===== config.mk =====
export PLATFORM = sky130hd
export DESIGN_NAME = tmz_timer
export DESIGN_NICKNAME = d
export VERILOG_FILES = /design/src/tmz_pkg.sv /design/src/tmz_timer.sv
export VERILOG_INCLUDE_DIRS = /design/src
export SDC_FILE = /design/constraint.sdc
export NUM_CORES = 1
export LEC_CHECK = 0
export ABC_AREA = 1
export ABC_CLOCK_PERIOD_IN_PS = 2600
export BUFFER_PORTS_ARGS = -buffer_cell sky130_fd_sc_hd__buf_4
export CAP_MARGIN = 0
export CORE_MARGIN = 8
export CORE_UTILIZATION = 55
export DETAILED_ROUTE_END_ITERATION = 10
export GPL_TIMING_DRIVEN = 0
export PLACE_DENSITY = 0.89
export SLEW_MARGIN = 5
export SYNTH_ARGS = -nofsm -noshare
export SYNTH_HDL_FRONTEND = slang
export SYNTH_SLANG_ARGS = --single-unit

===== constraint.sdc =====
create_clock -name clk_i -period 2.6 [get_ports clk_i]
set_input_delay 0.26 -clock clk_i [delete_from_list [all_inputs] [get_ports clk_i]]
set_output_delay 0.26 -clock clk_i [all_outputs]
set_load 0.01 [all_outputs]

===== src/tmz_consts.svh =====
// Register map, field positions, reset values and timing counts of the timer
`ifndef TMZ_CONSTS_SVH
`define TMZ_CONSTS_SVH

`define TMZ_ADR_LOW 4'h0
`define TMZ_ADR_HIGH 4'h4
`define TMZ_ADR_CTRL 4'h8
`define TMZ_ADR_IRQ 4'hC

`define TMZ_CTRL_RESET 8'hFF
`define TMZ_IRQ_RESET 8'h00
`define TMZ_HIGH_RESET 8'h00

`define TMZ_IRQ_EN_BIT 5
`define TMZ_IRQ_FLAG_BIT 2

// Instruction cycle is four oscillator periods
`define TMZ_CYCLE_DIV 2'h3
`define TMZ_WRITE_HOLD 2'h2

`endif


===== src/tmz_pkg.sv =====
// Types shared by the timer block
package tmz_pkg;

    typedef struct packed {
        logic run_control;
        logic width_select;
        logic count_source_select;
        logic source_edge_select;
        logic prescaler_bypass;
        logic [2:0] prescale_ratio_select;
    } tmz_ctrl_t;

    typedef enum logic [1:0] {
        TMZ_IDLE = 2'b00,
        TMZ_ACK = 2'b01
    } tmz_bus_st_t;

endpackage


===== src/tmz_timer.sv =====
// Timer/counter with prescaler behind a classic Wishbone slave
`include "tmz_consts.svh"

module tmz_timer (
    // Clock and reset
    input wire logic clk_i,
    input wire logic rst_i,
    // Wishbone slave
    input wire logic cyc_i,
    input wire logic stb_i,
    input wire logic we_i,
    input wire logic [3:0] adr_i,
    input wire logic [3:0] sel_i,
    input wire logic [31:0] dat_i,
    output logic [31:0] dat_o,
    output logic ack_o,
    // Device side
    input wire logic ext_count_pin_i,
    input wire logic sleep_i,
    output logic overflow_irq_o
);

    ////////////////////////////////////////////////////////////////////////
    logic [7:0] ctrl_ff;
    tmz_pkg::tmz_ctrl_t ctrl;
    logic [7:0] irq_ff;
    logic [7:0] high_buf_ff;
    logic [15:0] count_ff;
    logic [7:0] presc_ff;
    logic [1:0] phase_ff;
    logic [1:0] hold_ff;
    logic [2:0] pin_sync_ff;
    tmz_pkg::tmz_bus_st_t bus_st_ff;
    logic req;
    logic wr_lane0;
    logic wr_low;
    logic rd_low;
    logic wr_ctrl;
    logic wr_high;
    logic wr_irq;
    logic cycle_tick;
    logic pin_rise;
    logic pin_fall;
    logic src_event;
    logic presc_done;
    logic [7:0] presc_last;
    logic inc;
    logic wrap;

    assign ctrl = tmz_pkg::tmz_ctrl_t'(ctrl_ff);

    ////////////////////////////////////////////////////////////////////////
    // Bus: every access acks one cycle after it is seen, then ack drops
    assign req = cyc_i && stb_i && (bus_st_ff == tmz_pkg::TMZ_IDLE);
    assign wr_lane0 = req && we_i && sel_i[0];
    assign wr_low = wr_lane0 && (adr_i == `TMZ_ADR_LOW);
    assign wr_high = wr_lane0 && (adr_i == `TMZ_ADR_HIGH);
    assign wr_ctrl = wr_lane0 && (adr_i == `TMZ_ADR_CTRL);
    assign wr_irq = wr_lane0 && (adr_i == `TMZ_ADR_IRQ);
    assign rd_low = req && !we_i && (adr_i == `TMZ_ADR_LOW);

    always_ff @(posedge clk_i) begin
        if (rst_i) begin
            bus_st_ff <= tmz_pkg::TMZ_IDLE;
        end else begin
            case (bus_st_ff)
                tmz_pkg::TMZ_IDLE: begin
                    if (cyc_i && stb_i) begin
                        bus_st_ff <= tmz_pkg::TMZ_ACK;
                    end
                end
                tmz_pkg::TMZ_ACK: bus_st_ff <= tmz_pkg::TMZ_IDLE;
                default: bus_st_ff <= tmz_pkg::TMZ_IDLE;
            endcase
        end
    end

    assign ack_o = (bus_st_ff == tmz_pkg::TMZ_ACK);

    // Unmapped addresses read zero and ignore writes
    always_ff @(posedge clk_i) begin
        if (rst_i) begin
            dat_o <= 32'h0;
        end else if (req && !we_i) begin
            case (adr_i)
                `TMZ_ADR_LOW: dat_o <= {24'h0, count_ff[7:0]};
                `TMZ_ADR_HIGH: dat_o <= {24'h0, high_buf_ff};
                `TMZ_ADR_CTRL: dat_o <= {24'h0, ctrl_ff};
                `TMZ_ADR_IRQ: dat_o <= {24'h0, irq_ff};
                default: dat_o <= 32'h0;
            endcase
        end
    end

    ////////////////////////////////////////////////////////////////////////
    // Control register, all bits writable
    always_ff @(posedge clk_i) begin
        if (rst_i) begin
            ctrl_ff <= `TMZ_CTRL_RESET;
        end else if (wr_ctrl) begin
            ctrl_ff <= dat_i[7:0];
        end
    end

    // High byte buffer: written by software, refreshed by a low byte read in 16-bit width
    always_ff @(posedge clk_i) begin
        if (rst_i) begin
            high_buf_ff <= `TMZ_HIGH_RESET;
        end else if (wr_high) begin
            high_buf_ff <= dat_i[7:0];
        end else if (rd_low && !ctrl.width_select) begin
            high_buf_ff <= count_ff[15:8];
        end
    end

    ////////////////////////////////////////////////////////////////////////
    // Instruction cycle enable
    always_ff @(posedge clk_i) begin
        if (rst_i) begin
            phase_ff <= 2'h0;
        end else begin
            phase_ff <= phase_ff + 2'h1;
        end
    end

    assign cycle_tick = (phase_ff == `TMZ_CYCLE_DIV);

    // Pin synchroniser; stage 0 is read only by stage 1
    always_ff @(posedge clk_i) begin
        if (rst_i) begin
            pin_sync_ff <= 3'h0;
        end else begin
            pin_sync_ff <= {pin_sync_ff[1:0], ext_count_pin_i};
        end
    end

    assign pin_rise = pin_sync_ff[1] && !pin_sync_ff[2];
    assign pin_fall = !pin_sync_ff[1] && pin_sync_ff[2];

    // Source selection and edge polarity
    always_comb begin
        if (ctrl.count_source_select) begin
            src_event = ctrl.source_edge_select ? pin_fall : pin_rise;
        end else begin
            src_event = cycle_tick;
        end
    end

    ////////////////////////////////////////////////////////////////////////
    // Prescaler: hidden 8-bit count; ratio is 2^(sel+1)
    assign presc_last = 8'((9'h2 << ctrl.prescale_ratio_select) - 9'h1);
    // At or above the end: a smaller ratio takes effect at the next event
    assign presc_done = (presc_ff >= presc_last);

    always_ff @(posedge clk_i) begin
        if (rst_i) begin
            presc_ff <= 8'h0;
        end else if (wr_low && !ctrl.prescaler_bypass) begin
            presc_ff <= 8'h0;
        end else if (src_event && ctrl.run_control && !sleep_i
                     && !ctrl.prescaler_bypass) begin
            presc_ff <= presc_done ? 8'h0 : presc_ff + 8'h1;
        end
    end

    // Suppress counting for two instruction cycles after a low byte write
    always_ff @(posedge clk_i) begin
        if (rst_i) begin
            hold_ff <= 2'h0;
        end else if (wr_low) begin
            hold_ff <= `TMZ_WRITE_HOLD;
        end else if (cycle_tick && hold_ff != 2'h0) begin
            hold_ff <= hold_ff - 2'h1;
        end
    end

    assign inc = ctrl.run_control && !sleep_i && hold_ff == 2'h0
                 && src_event && !wr_low
                 && (ctrl.prescaler_bypass || presc_done);

    assign wrap = inc && (ctrl.width_select ? count_ff[7:0] == 8'hFF
                                            : count_ff == 16'hFFFF);

    ////////////////////////////////////////////////////////////////////////
    // Counter; in 8-bit width the upper byte is left untouched
    always_ff @(posedge clk_i) begin
        if (rst_i) begin
            count_ff <= 16'h0;
        end else if (wr_low) begin
            count_ff[7:0] <= dat_i[7:0];
            if (!ctrl.width_select) begin
                count_ff[15:8] <= high_buf_ff;
            end
        end else if (inc) begin
            if (ctrl.width_select) begin
                count_ff[7:0] <= count_ff[7:0] + 8'h1;
            end else begin
                count_ff <= count_ff + 16'h1;
            end
        end
    end

    // Interrupt control: bit 5 enable, bit 2 flag; set wins over clear
    always_ff @(posedge clk_i) begin
        if (rst_i) begin
            irq_ff <= `TMZ_IRQ_RESET;
        end else begin
            if (wr_irq) begin
                irq_ff <= dat_i[7:0];
            end
            if (wrap) begin
                irq_ff[`TMZ_IRQ_FLAG_BIT] <= 1'b1;
            end
        end
    end

    assign overflow_irq_o = irq_ff[`TMZ_IRQ_FLAG_BIT]
                            && irq_ff[`TMZ_IRQ_EN_BIT];

    ////////////////////////////////////////////////////////////////////////
    // Checks
    property p_stop_holds;
        @(posedge clk_i) disable iff (rst_i)
        (!ctrl.run_control && !wr_low) |=> $stable(count_ff);
    endproperty
    a_stop_holds: assert property (p_stop_holds)
        else $error("counter moved while stopped");

    property p_sleep_holds;
        @(posedge clk_i) disable iff (rst_i)
        (sleep_i && !wr_low) |=> $stable(count_ff);
    endproperty
    a_sleep_holds: assert property (p_sleep_holds)
        else $error("counter moved during sleep");

    property p_width8_upper;
        @(posedge clk_i) disable iff (rst_i)
        (ctrl.width_select && !wr_low) |=> $stable(count_ff[15:8]);
    endproperty
    a_width8_upper: assert property (p_width8_upper)
        else $error("upper byte moved in 8-bit width");

    property p_timer_step;
        @(posedge clk_i) disable iff (rst_i)
        (ctrl.run_control && !sleep_i && !ctrl.count_source_select
         && ctrl.prescaler_bypass && !ctrl.width_select && cycle_tick
         && hold_ff == 2'h0 && !wr_low && !wr_ctrl)
        |=> count_ff == $past(count_ff) + 16'h1;
    endproperty
    a_timer_step: assert property (p_timer_step)
        else $error("timer did not step on instruction cycle");

    property p_write_hold;
        @(posedge clk_i) disable iff (rst_i)
        wr_low |=> (!inc) [*8];
    endproperty
    a_write_hold: assert property (p_write_hold)
        else $error("count after low byte write too soon");

    property p_presc_clear;
        @(posedge clk_i) disable iff (rst_i)
        (wr_low && !ctrl.prescaler_bypass) |=> presc_ff == 8'h0;
    endproperty
    a_presc_clear: assert property (p_presc_clear)
        else $error("prescaler not cleared by low byte write");

    property p_flag_set;
        @(posedge clk_i) disable iff (rst_i)
        wrap |=> irq_ff[`TMZ_IRQ_FLAG_BIT] && count_ff[7:0] == 8'h00;
    endproperty
    a_flag_set: assert property (p_flag_set)
        else $error("overflow flag not set on wrap");

    property p_irq_mask;
        @(posedge clk_i) disable iff (rst_i)
        !irq_ff[`TMZ_IRQ_EN_BIT] |-> !overflow_irq_o;
    endproperty
    a_irq_mask: assert property (p_irq_mask)
        else $error("interrupt raised while masked");

    property p_snapshot;
        @(posedge clk_i) disable iff (rst_i)
        (rd_low && !ctrl.width_select && !wr_high)
        |=> high_buf_ff == $past(count_ff[15:8]);
    endproperty
    a_snapshot: assert property (p_snapshot)
        else $error("high buffer not refreshed on low read");

    property p_ack_one;
        @(posedge clk_i) disable iff (rst_i)
        ack_o |=> !ack_o;
    endproperty
    a_ack_one: assert property (p_ack_one)
        else $error("ack held for more than one cycle");

    property p_ctrl_write;
        @(posedge clk_i) disable iff (rst_i)
        wr_ctrl |=> ctrl_ff == $past(dat_i[7:0]);
    endproperty
    a_ctrl_write: assert property (p_ctrl_write)
        else $error("control write not stored");

    property p_load16;
        @(posedge clk_i) disable iff (rst_i)
        (wr_low && !ctrl.width_select)
        |=> count_ff == {$past(high_buf_ff), $past(dat_i[7:0])};
    endproperty
    a_load16: assert property (p_load16)
        else $error("16-bit load did not take the buffer");

    property p_presc_gate;
        @(posedge clk_i) disable iff (rst_i)
        (!ctrl.prescaler_bypass && !presc_done) |-> !inc;
    endproperty
    a_presc_gate: assert property (p_presc_gate)
        else $error("count stepped before prescaler period ended");

    property p_pin_only;
        @(posedge clk_i) disable iff (rst_i)
        (ctrl.count_source_select && !pin_rise && !pin_fall) |-> !inc;
    endproperty
    a_pin_only: assert property (p_pin_only)
        else $error("counter mode stepped without a pin edge");

    property p_fall_only;
        @(posedge clk_i) disable iff (rst_i)
        (ctrl.count_source_select && ctrl.source_edge_select && pin_rise)
        |-> !inc;
    endproperty
    a_fall_only: assert property (p_fall_only)
        else $error("rising pin edge counted with falling selected");

    property p_rise_only;
        @(posedge clk_i) disable iff (rst_i)
        (ctrl.count_source_select && !ctrl.source_edge_select && pin_fall)
        |-> !inc;
    endproperty
    a_rise_only: assert property (p_rise_only)
        else $error("falling pin edge counted with rising selected");

    c_wrap8: cover property (@(posedge clk_i) disable iff (rst_i)
        wrap && ctrl.width_select);
    c_wrap16: cover property (@(posedge clk_i) disable iff (rst_i)
        wrap && !ctrl.width_select);
    c_presc_step: cover property (@(posedge clk_i) disable iff (rst_i)
        inc && !ctrl.prescaler_bypass);
    c_pin_fall: cover property (@(posedge clk_i) disable iff (rst_i)
        inc && ctrl.count_source_select && ctrl.source_edge_select);

endmodule // tmz_timer


Yosys cells after proc, flatten, opt, wreduce, memory -nomap -nowiden
Cells that the tools add are included.

Logic and storage cells: 91. Flip-flop bits (word level): 88.

Add/subtract/negate cells: 6. Shift-type cells: 1. Magnitude comparators: 1. Bitwise gates (word level): 1. Muxes and demuxes: 16. Eq/ne operators: 8. Reduce and logical (&&, ||, !) cells: 45.

Operators with widths (count): $mux 8 (6); $mux 16 (2); $pmux 8 s4 (1); $logic_and 1x1->1 (25); $add 16x1->16 const B (1); $add 8x1->8 const B (2); $eq 16x16->1 const B (1); $reduce_bool 2->1 (5); $eq 4x4->1 const B (2); $eq 8x8->1 const B (1); $ge 8x8->1 (1); $shl 2x3->8 const A (1); $sub 8x1->8 const B (1); $logic_not 1->1 (7); $reduce_or 2->1 (3); $eq 4x3->1 const B (1); $logic_not 2->1 (2); $logic_not 4->1 (1); $mux 1 (4); $mux 2 (2); $ne 2x2->1 const B (2); $mux 3 (1); $reduce_and 3->1 (1); $add 2x1->2 const B (1); other kinds (4) (4).

Depth between registers and ports, before layout
Gate-level depths: netlist of the first run.

Depth after elaboration: 10. Mapped depth: 15.

Least setup slack after synthesis of the first run
No wires, ideal clock.

Path kind: register to register. From: reg ctrl_ff[1] (netlist: ctrl[1]). To: reg count_ff[11]. Clock period less this slack: 1.902 ns. Cell stages (with the launch flop): 13. Arrival time: 1.787 ns. Path buffers: 2. Setup slack: 0.698 ns. Path through: dfxtp_1 -> clkbuf_1 -> nand3_1 -> ha_1 -> nand2_1 -> inv_1 -> a21oi_1 -> nand3_1 -> nand2_4 -> nand2_4 -> buf_6 -> a21oi_1 -> nor2_1.

Word-level cells in the longest chain between the ends: 7.

RTL lines: from (decl) (RTL line tmz_timer.sv:24) `logic [7:0] ctrl_ff;`; from (signal assigned) (RTL line tmz_timer.sv:99) `` ctrl_ff <= `TMZ_CTRL_RESET; ``; from (signal assigned) (RTL line tmz_timer.sv:101) `ctrl_ff <= dat_i[7:0];`; $shl 2x3->8 * (RTL line tmz_timer.sv:151) `assign presc_last = 8'((9'h2 << ctrl.prescale_ratio_select) - 9'h1);`; $sub 8x1->8 * (RTL line tmz_timer.sv:151); $ge 8x8->1 * (RTL line tmz_timer.sv:153) `assign presc_done = (presc_ff >= presc_last);`; $logic_or 1x1->1 * (RTL line tmz_timer.sv:179) `&& (ctrl.prescaler_bypass || presc_done);`; $logic_and 1x1->1 * (RTL line tmz_timer.sv:179); $ne 2x2->1 (no source line) / $reduce_bool 2->1 (equally long branches); $reduce_and 3->1 (no source line) *; to (signal assigned) (RTL line tmz_timer.sv:192) `count_ff[15:8] <= high_buf_ff;`; to (signal assigned) (RTL line tmz_timer.sv:198) `count_ff <= count_ff + 16'h1;`; to (decl) (RTL line tmz_timer.sv:28) `logic [15:0] count_ff;`.

Every way passes the cells marked *; elsewhere a longest branch is shown, timed or not. A chain may end at the register's enable or synchronous reset.

Final worst setup path of the first run
From: reg ctrl_ff[1] (netlist: ctrl[1]). To: reg presc_ff[6].

Word-level cells in the longest chain between the ends: 4.

RTL lines: $shl 2x3->8 (RTL line tmz_timer.sv:151); $sub 8x1->8 (RTL line tmz_timer.sv:151); $ge 8x8->1 (RTL line tmz_timer.sv:153); $mux 8 (RTL line tmz_timer.sv:162) `presc_ff <= presc_done ? 8'h0 : presc_ff + 8'h1;`; to (signal assigned) (RTL line tmz_timer.sv:162); to (decl) (RTL line tmz_timer.sv:29) `logic [7:0] presc_ff;`.

No other way between the ends.

==> results of run 1 <==
-- flip-flops by register name, indices dropped and copies added, names as in the netlist --
name / count
bus_st_ff: 1
count_ff: 16
ctrl: 8
dat_o: 8
high_buf_ff: 8
hold_ff: 2
irq_ff: 8
phase_ff: 2
pin_sync_ff: 3
presc_ff: 8
-- where the power goes --
| group | switching [mW] | internal [mW] |
|---|---|---|
| combinational | 0.0992 | 0.0656 |
| sequential | 0.00442 | 0.989 |
| clock | 0.402 | 0.492 |
-- layout make-up --
cell class / count / area (um^2)
fillers: 632 / 2312
multi-input cells: 421 / 2118
flip-flops and latches: 64 / 1281
plain buffers: 40 / 272.8
inverters: 66 / 247.7
repair buffers: 29 / 217.7
clock buffers: 11 / 151.4
well taps: 80 / 100.1
clock inverters: 5 / 55.05
-- worst paths after layout --
check	endpoint	slack, ns	startpoint	depth (start not counted)
max reg2reg	presc_ff[6]$_SDFFE_PP0P_	0.20	ctrl[1]$_SDFFE_PP1P_	10
max	presc_ff[6]$_SDFFE_PP0P_	0.20	ctrl[1]$_SDFFE_PP1P_	10
min reg2reg	pin_sync_ff[1]$_SDFF_PP0_	0.40	pin_sync_ff[0]$_SDFF_PP0_	2
min	pin_sync_ff[0]$_SDFF_PP0_	0.12	ext_count_pin_i	3
-- logic make-up (layout without fill, tap and decap cells) --
group | count (synthesis) | after routing
buffers and inverters | 106 | 151
AO/OA/AOI/OAI | 105 | 105
AND/OR/NAND/NOR | 278 | 278
flip-flops | 64 | 64
adder cells (fa/ha/maj) | 11 | 11
XOR/XNOR | 3 | 3
other | 1 | 24
-- stage by stage --
stage	area [um^2]	setup slack, ns	hold slack, ns	utilization
final	4444	0.1982	0.1222	0.6578
after global routing	4444	0.09279	0.1274	0.6578
after CTS	4444	0.2344	0.1188	0.6578
after detailed placement	4238	0.2679	0.3960	0.6272
after global placement	4238	0.4273	0.3922	0.6272
after floorplan	3920	0.6979	0.3670	-
-- placed cells by master, fill, tap and decap left out, drive strengths merged, types with 3 or more instances in the layout --
| cell type | netlist | routed |
|---|---|---|
| a21oi | 40 | 40 |
| buf | 36 | 65 |
| clkbuf | 4 | 15 |
| clkinv | 1 | 3 |
| conb | 1 | 24 |
| dfxtp | 64 | 64 |
| ha | 11 | 11 |
| inv | 65 | 65 |
| nand2 | 154 | 154 |
| nand3 | 39 | 39 |
| nand4 | 6 | 6 |
| nor2 | 67 | 67 |
| nor3 | 7 | 7 |
| o2111ai | 6 | 6 |
| o211ai | 8 | 8 |
| o21ai | 44 | 44 |
| xor2 | 3 | 3 |
-- per-layer routing --
metal | share of wire | global-route usage | wire, um
met5 | 0 | 0 | 0
met1 | 0.42 | 0.2710 | 4518
met3 | 0.10 | 0.05168 | 1080
met4 | 0.016 | 0.08615 | 167
met2 | 0.46 | 0.3590 | 4905
-- worst min-delay path, stage by stage --
cell and delay (ns):
buf_4 0.08, inv_1 0.03, nor2_1 0.06
==> metrics, run 1 <==
Setup Viol. Count Final=0; dpl hpwl=8268 um; first-pass GRT wire length=17390 um; vias in the first global route=3602; syn_area_per_cell=6.749 um^2; post-synthesis cell area=3834 um^2; Post-Synth XOR/XNOR Area=0.006854; worst path bufs/invs=2; WL per Instance=14.90 um; Critical Path Fanout Max=8; core area=6756 um^2; maxcap violations=0; Area Growth Syn to Fin=15.93%; Final Critical Period=2.402 ns; worst-skew pair later-pin latency=0.34 ns; # DRC=0; placed cells=700; Post-synth top cells=nand2_1, dfxtp_1, inv_1, nor2_1, a21oi_1; Worst-Margin Slew=0.6212 ns; Max Fclk=416.4 MHz; Synth top area share=0.3342; fin crit share=0.9238; most used cell, CP=a21oi_1; worst path cell trace=clkbuf_1 -> nand3_1 -> ha_1 -> nand2_1 -> inv_1 -> a21oi_1 -> nand2_1 -> a21oi_1 -> o21ai_0 -> a21oi_1; post-synthesis cell type count=41; cell area power density=461.6 nW/um^2; flops & latches, synth=64; Sink Count=64; WL final=10670 um; DRT antenna net count=0; cell count after synthesis=568; Leak Pwr=2.092 nW; setup TNS=0 ns; setup bufs post-CTS=0; EDFF count, synth=0; Max Slew Vio Count=0; max_slew headroom=0.5836; Buffers on Ports=29; clock root buffer=clkbuf_8; Layout Cells excl Fill=716; startpoint types=flop; final hold violation count=0; H-tree depth=3; Die H=99.49 um; All-Layer GR Usage=0.2193; fraction of layout cells with a size suffix above 1=0.1777; Pre-antenna DRT Iters=5; max incr delay on CP=0.38 ns; Most used DFF post-synth=dfxtp_1; VDD IR max=0.2995 mV; RSZ-0062 raised after global routing=false; CTS tree=built; vias per inst=5.353; largest net degree at the start of global routing=12; cell with the most instances after synthesis=nand2_1; CTS resizes=0; crit end category=flop; diodes inserted=0; status=complete, no violations; Cell Rows=30; post-layout power=2.052 mW; CP arrival=2.67 ns; Slowest cell on crit path=a21oi_1; RePlAce Congestion=0.9285; maximum clock insertion buffer count=2; top post-synthesis cells by area=dfxtp_1, nand2_1, inv_1; DR vias=3833; # nets final=689; GRT overflow=0; Iteration-0 DRC Markers=375; critical path type=flop to flop; initial antenna violation count=0; Synth async-reset ratio=0; Starting Density=0.5674; die area=9898 um^2; post-synthesis mux area share=0; simple-gate share of the synthesized area=0.3260; Worst-path clk slew=0.07 ns; sequential share of the synthesized area=0.3342; Synth Area in Adders=0.03590; Compound-Gate Fraction of Synth Area=0.1602; Ports=81; Die Span X=99.49 um; delay-heaviest family, CP=compound AO/OA/AOI/OAI gates; Inserted Clock Buffers=9; CP required=2.87 ns; Synth Warn #=0; area leader, netlist=dfxtp_1; cts hold-fix bufs=0; Min-Delay Path Class=input pin to flop; final clock skew=0.009236 ns; largest family of logic cells by synthesized area=simple AND/OR/NAND/NOR gates
Note: power is estimated with default switching activity, not from simulation.
==> inputs of run 2 (changes only) <==
--- a/config.mk
+++ b/config.mk
@@ -11,10 +11,10 @@
 export BUFFER_PORTS_ARGS = -buffer_cell sky130_fd_sc_hd__buf_4
 export CAP_MARGIN = 0
 export CORE_MARGIN = 8
-export CORE_UTILIZATION = 55
+export CORE_UTILIZATION = 35
 export DETAILED_ROUTE_END_ITERATION = 10
 export GPL_TIMING_DRIVEN = 0
-export PLACE_DENSITY = 0.89
+export PLACE_DENSITY = 0.64
 export SLEW_MARGIN = 5
 export SYNTH_ARGS = -nofsm -noshare
 export SYNTH_HDL_FRONTEND = slang
==> run 2 against run 1 <==
Effect of this change: flip-flop and latch count did not move; clock power rose by 17%; largest power group is now clock; total power rose by 7.7%; sequential power barely moved; clock skew rose by 0.0022 ns; sequential share of layout area fell by 0.66 points; via count rose by 0.31%; register-to-register slack improved by 0.10 ns.
==> metrics, run 2 (synthesized netlist as in run 1, its figures left out) <==
setup bufs post-CTS=0 (unchanged); core area=10750 um^2 (was 6756 um^2); final hold violation count=0 (unchanged); Worst-path clk slew=0.07 ns (about the same); All-Layer GR Usage=0.1538 (was 0.2193); die area=14560 um^2 (was 9898 um^2); vias in the first global route=3590 (was 3602); WL final=11060 um (was 10670 um); GRT overflow=0 (unchanged); Die Span X=120.7 um (was 99.49 um); RePlAce Congestion=0.9497 (was 0.9285); vias per inst=4.961 (was 5.353); Ports=81 (unchanged); Reg area=1281 um^2 (unchanged); cell area power density=485.6 nW/um^2 (was 461.6 nW/um^2); setup TNS=0 ns (unchanged); Min-Delay Path Class=input pin to flop (unchanged); final core occ=0.4233 (was 0.6578); cell area after layout=4548 um^2 (was 4444 um^2); startpoint types=flop (unchanged); Multi-input gate area=2118 um^2 (unchanged); filler cell count in the final layout=1141 (was 632); maximum clock insertion buffer count=2 (unchanged); H-tree depth=3 (unchanged); fin crit share=0.8837 (was 0.9238); Leak Pwr=2.107 nW (was 2.092 nW); Die H=120.7 um (was 99.49 um); Cell Rows=38 (was 30); placed cells=760 (was 700); RSZ-0062 raised after global routing=false (unchanged); max_slew headroom=0.6088 (was 0.5836); Area Growth Syn to Fin=18.64% (was 15.93%); worst path cell trace=clkbuf_1 -> nand3_1 -> ha_1 -> nand2_1 -> inv_1 -> a21oi_1 -> nand3_1 -> nand2_4 -> nand2_4 -> buf_6 -> a21oi_1 -> nor2_1 (was clkbuf_1 -> nand3_1 -> ha_1 -> nand2_1 -> inv_1 -> a21oi_1 -> nand2_1 -> a21oi_1 -> o21ai_0 -> a21oi_1); Setup Viol. Count Final=0 (unchanged); Buffers on Ports=29 (unchanged); Worst Setup Slack, final=0.3025 ns (was 0.1982 ns); dpl ws=0.3671 ns (was 0.2679 ns); maxcap violations=0 (unchanged); Cell Area, Placed=4313 um^2 (was 4238 um^2); CTS tree=built (unchanged); CP arrival=2.54 ns (was 2.67 ns); initial antenna violation count=0 (unchanged); dpl hpwl=8553 um (was 8268 um); crit end category=flop (unchanged); diodes inserted=0 (unchanged); Starting Density=0.3568 (was 0.5674); worst-skew pair later-pin latency=0.35 ns (was 0.34 ns); max incr delay on CP=0.32 ns (was 0.38 ns); Final Critical Period=2.297 ns (was 2.402 ns); Slowest cell on crit path=clkbuf_1 (was a21oi_1); Layout Cells excl Fill=775 (was 716); first-pass GRT wire length=17860 um (was 17390 um); Critical Path Fanout Max=10 (was 8); Sink Count=64 (unchanged); Max Slew Vio Count=0 (unchanged); clock root buffer=clkbuf_8 (unchanged); Worst-Margin Slew=0.5869 ns (was 0.6212 ns); cts hold-fix bufs=0 (unchanged); VDD IR max=0.2372 mV (was 0.2995 mV); Biggest register=count_ff (unchanged); CP required=2.84 ns (was 2.87 ns); critical path type=flop to flop (unchanged); status=complete, no violations (unchanged); # DRC=0 (unchanged); max FFs per register=16 (unchanged); Iteration-0 DRC Markers=283 (was 375); # nets final=689 (unchanged); Pre-antenna DRT Iters=4 (was 5); WL per Instance=14.27 um (was 14.90 um); final clock skew=0.01141 ns (was 0.009236 ns); fraction of layout cells with a size suffix above 1=0.1732 (was 0.1777); leading cell type in the layout, fill and taps excluded=nand2_1 (unchanged); most frequent cells in the layout=nand2_1, dfxtp_1, inv_1, nor2_1, buf_4 (unchanged); DRT antenna net count=0 (unchanged); largest net degree at the start of global routing=11 (was 12); DR vias=3845 (was 3833); Inserted Clock Buffers=9 (unchanged); CTS resizes=0 (unchanged); Max Fclk=435.3 MHz (was 416.4 MHz)
run 2: final cells by class:
class                           instances  share of cell area
Multi-Input combinational cell        421              0.4657
Sequential cell                        64              0.2817
Buffer                                 40             0.05997
Inverter                               66             0.05447
Timing Repair Buffer                   29             0.04787
Tap cell                              140             0.03851
Clock buffer                           12             0.03191
Clock inverter                          3             0.01981
run 2: power breakdown:
part           switching [mW]  internal (mW)  total (mW)
Clock                   0.389          0.659        1.05
Combinational           0.101         0.0658       0.167
Sequential            0.00453          0.989       0.993
run 2: per-layer routing:
| layer | GRT usage | wire [um] | vias to the layer above |
|---|---|---|---|
| li1 | - | - | 1907 |
| met1 | 0.1978 | 4921 | 1774 |
| met2 | 0.2362 | 4850 | 139 |
| met3 | 0.03497 | 988 | 25 |
| met4 | 0.07884 | 299 | 0 |
| met5 | 0 | 0 | - |
run 2: critical path: cells and delay by family (launching register included):
| kind | cells | cell delay [ns] |
|---|---|---|
| and+or+nand+nor | 6 | 0.70 |
| buffers and inverters | 3 | 0.53 |
| AOI/OAI and AO/OA | 2 | 0.33 |
| DFF | 1 | 0.31 |
| adders and majority gates | 1 | 0.31 |
run 2: final timing paths:
kind | to | cells past startpoint | slack [ns] | startpoint
worst max-delay path | count_ff[11]$_SDFFE_PP0P_ | 12 | 0.30 | ctrl[1]$_SDFFE_PP1P_
worst min-delay path | pin_sync_ff[0]$_SDFF_PP0_ | 3 | 0.12 | ext_count_pin_i
worst max register to register | count_ff[11]$_SDFFE_PP0P_ | 12 | 0.30 | ctrl[1]$_SDFFE_PP1P_
worst min register to register | pin_sync_ff[1]$_SDFF_PP0_ | 2 | 0.41 | pin_sync_ff[0]$_SDFF_PP0_
run 2: through the flow:
| step | total power [mW] | hold slack, ns |
|---|---|---|
| 2_1_floorplan | 1.120 | 0.3670 |
| 3_3_place_gp | 1.176 | 0.3969 |
| 3_5_place_dp | 1.178 | 0.3981 |
| 4_1_cts | 2.225 | 0.1110 |
| 5_1_grt | 2.289 | 0.1401 |
| 6_report | 2.209 | 0.1238 |
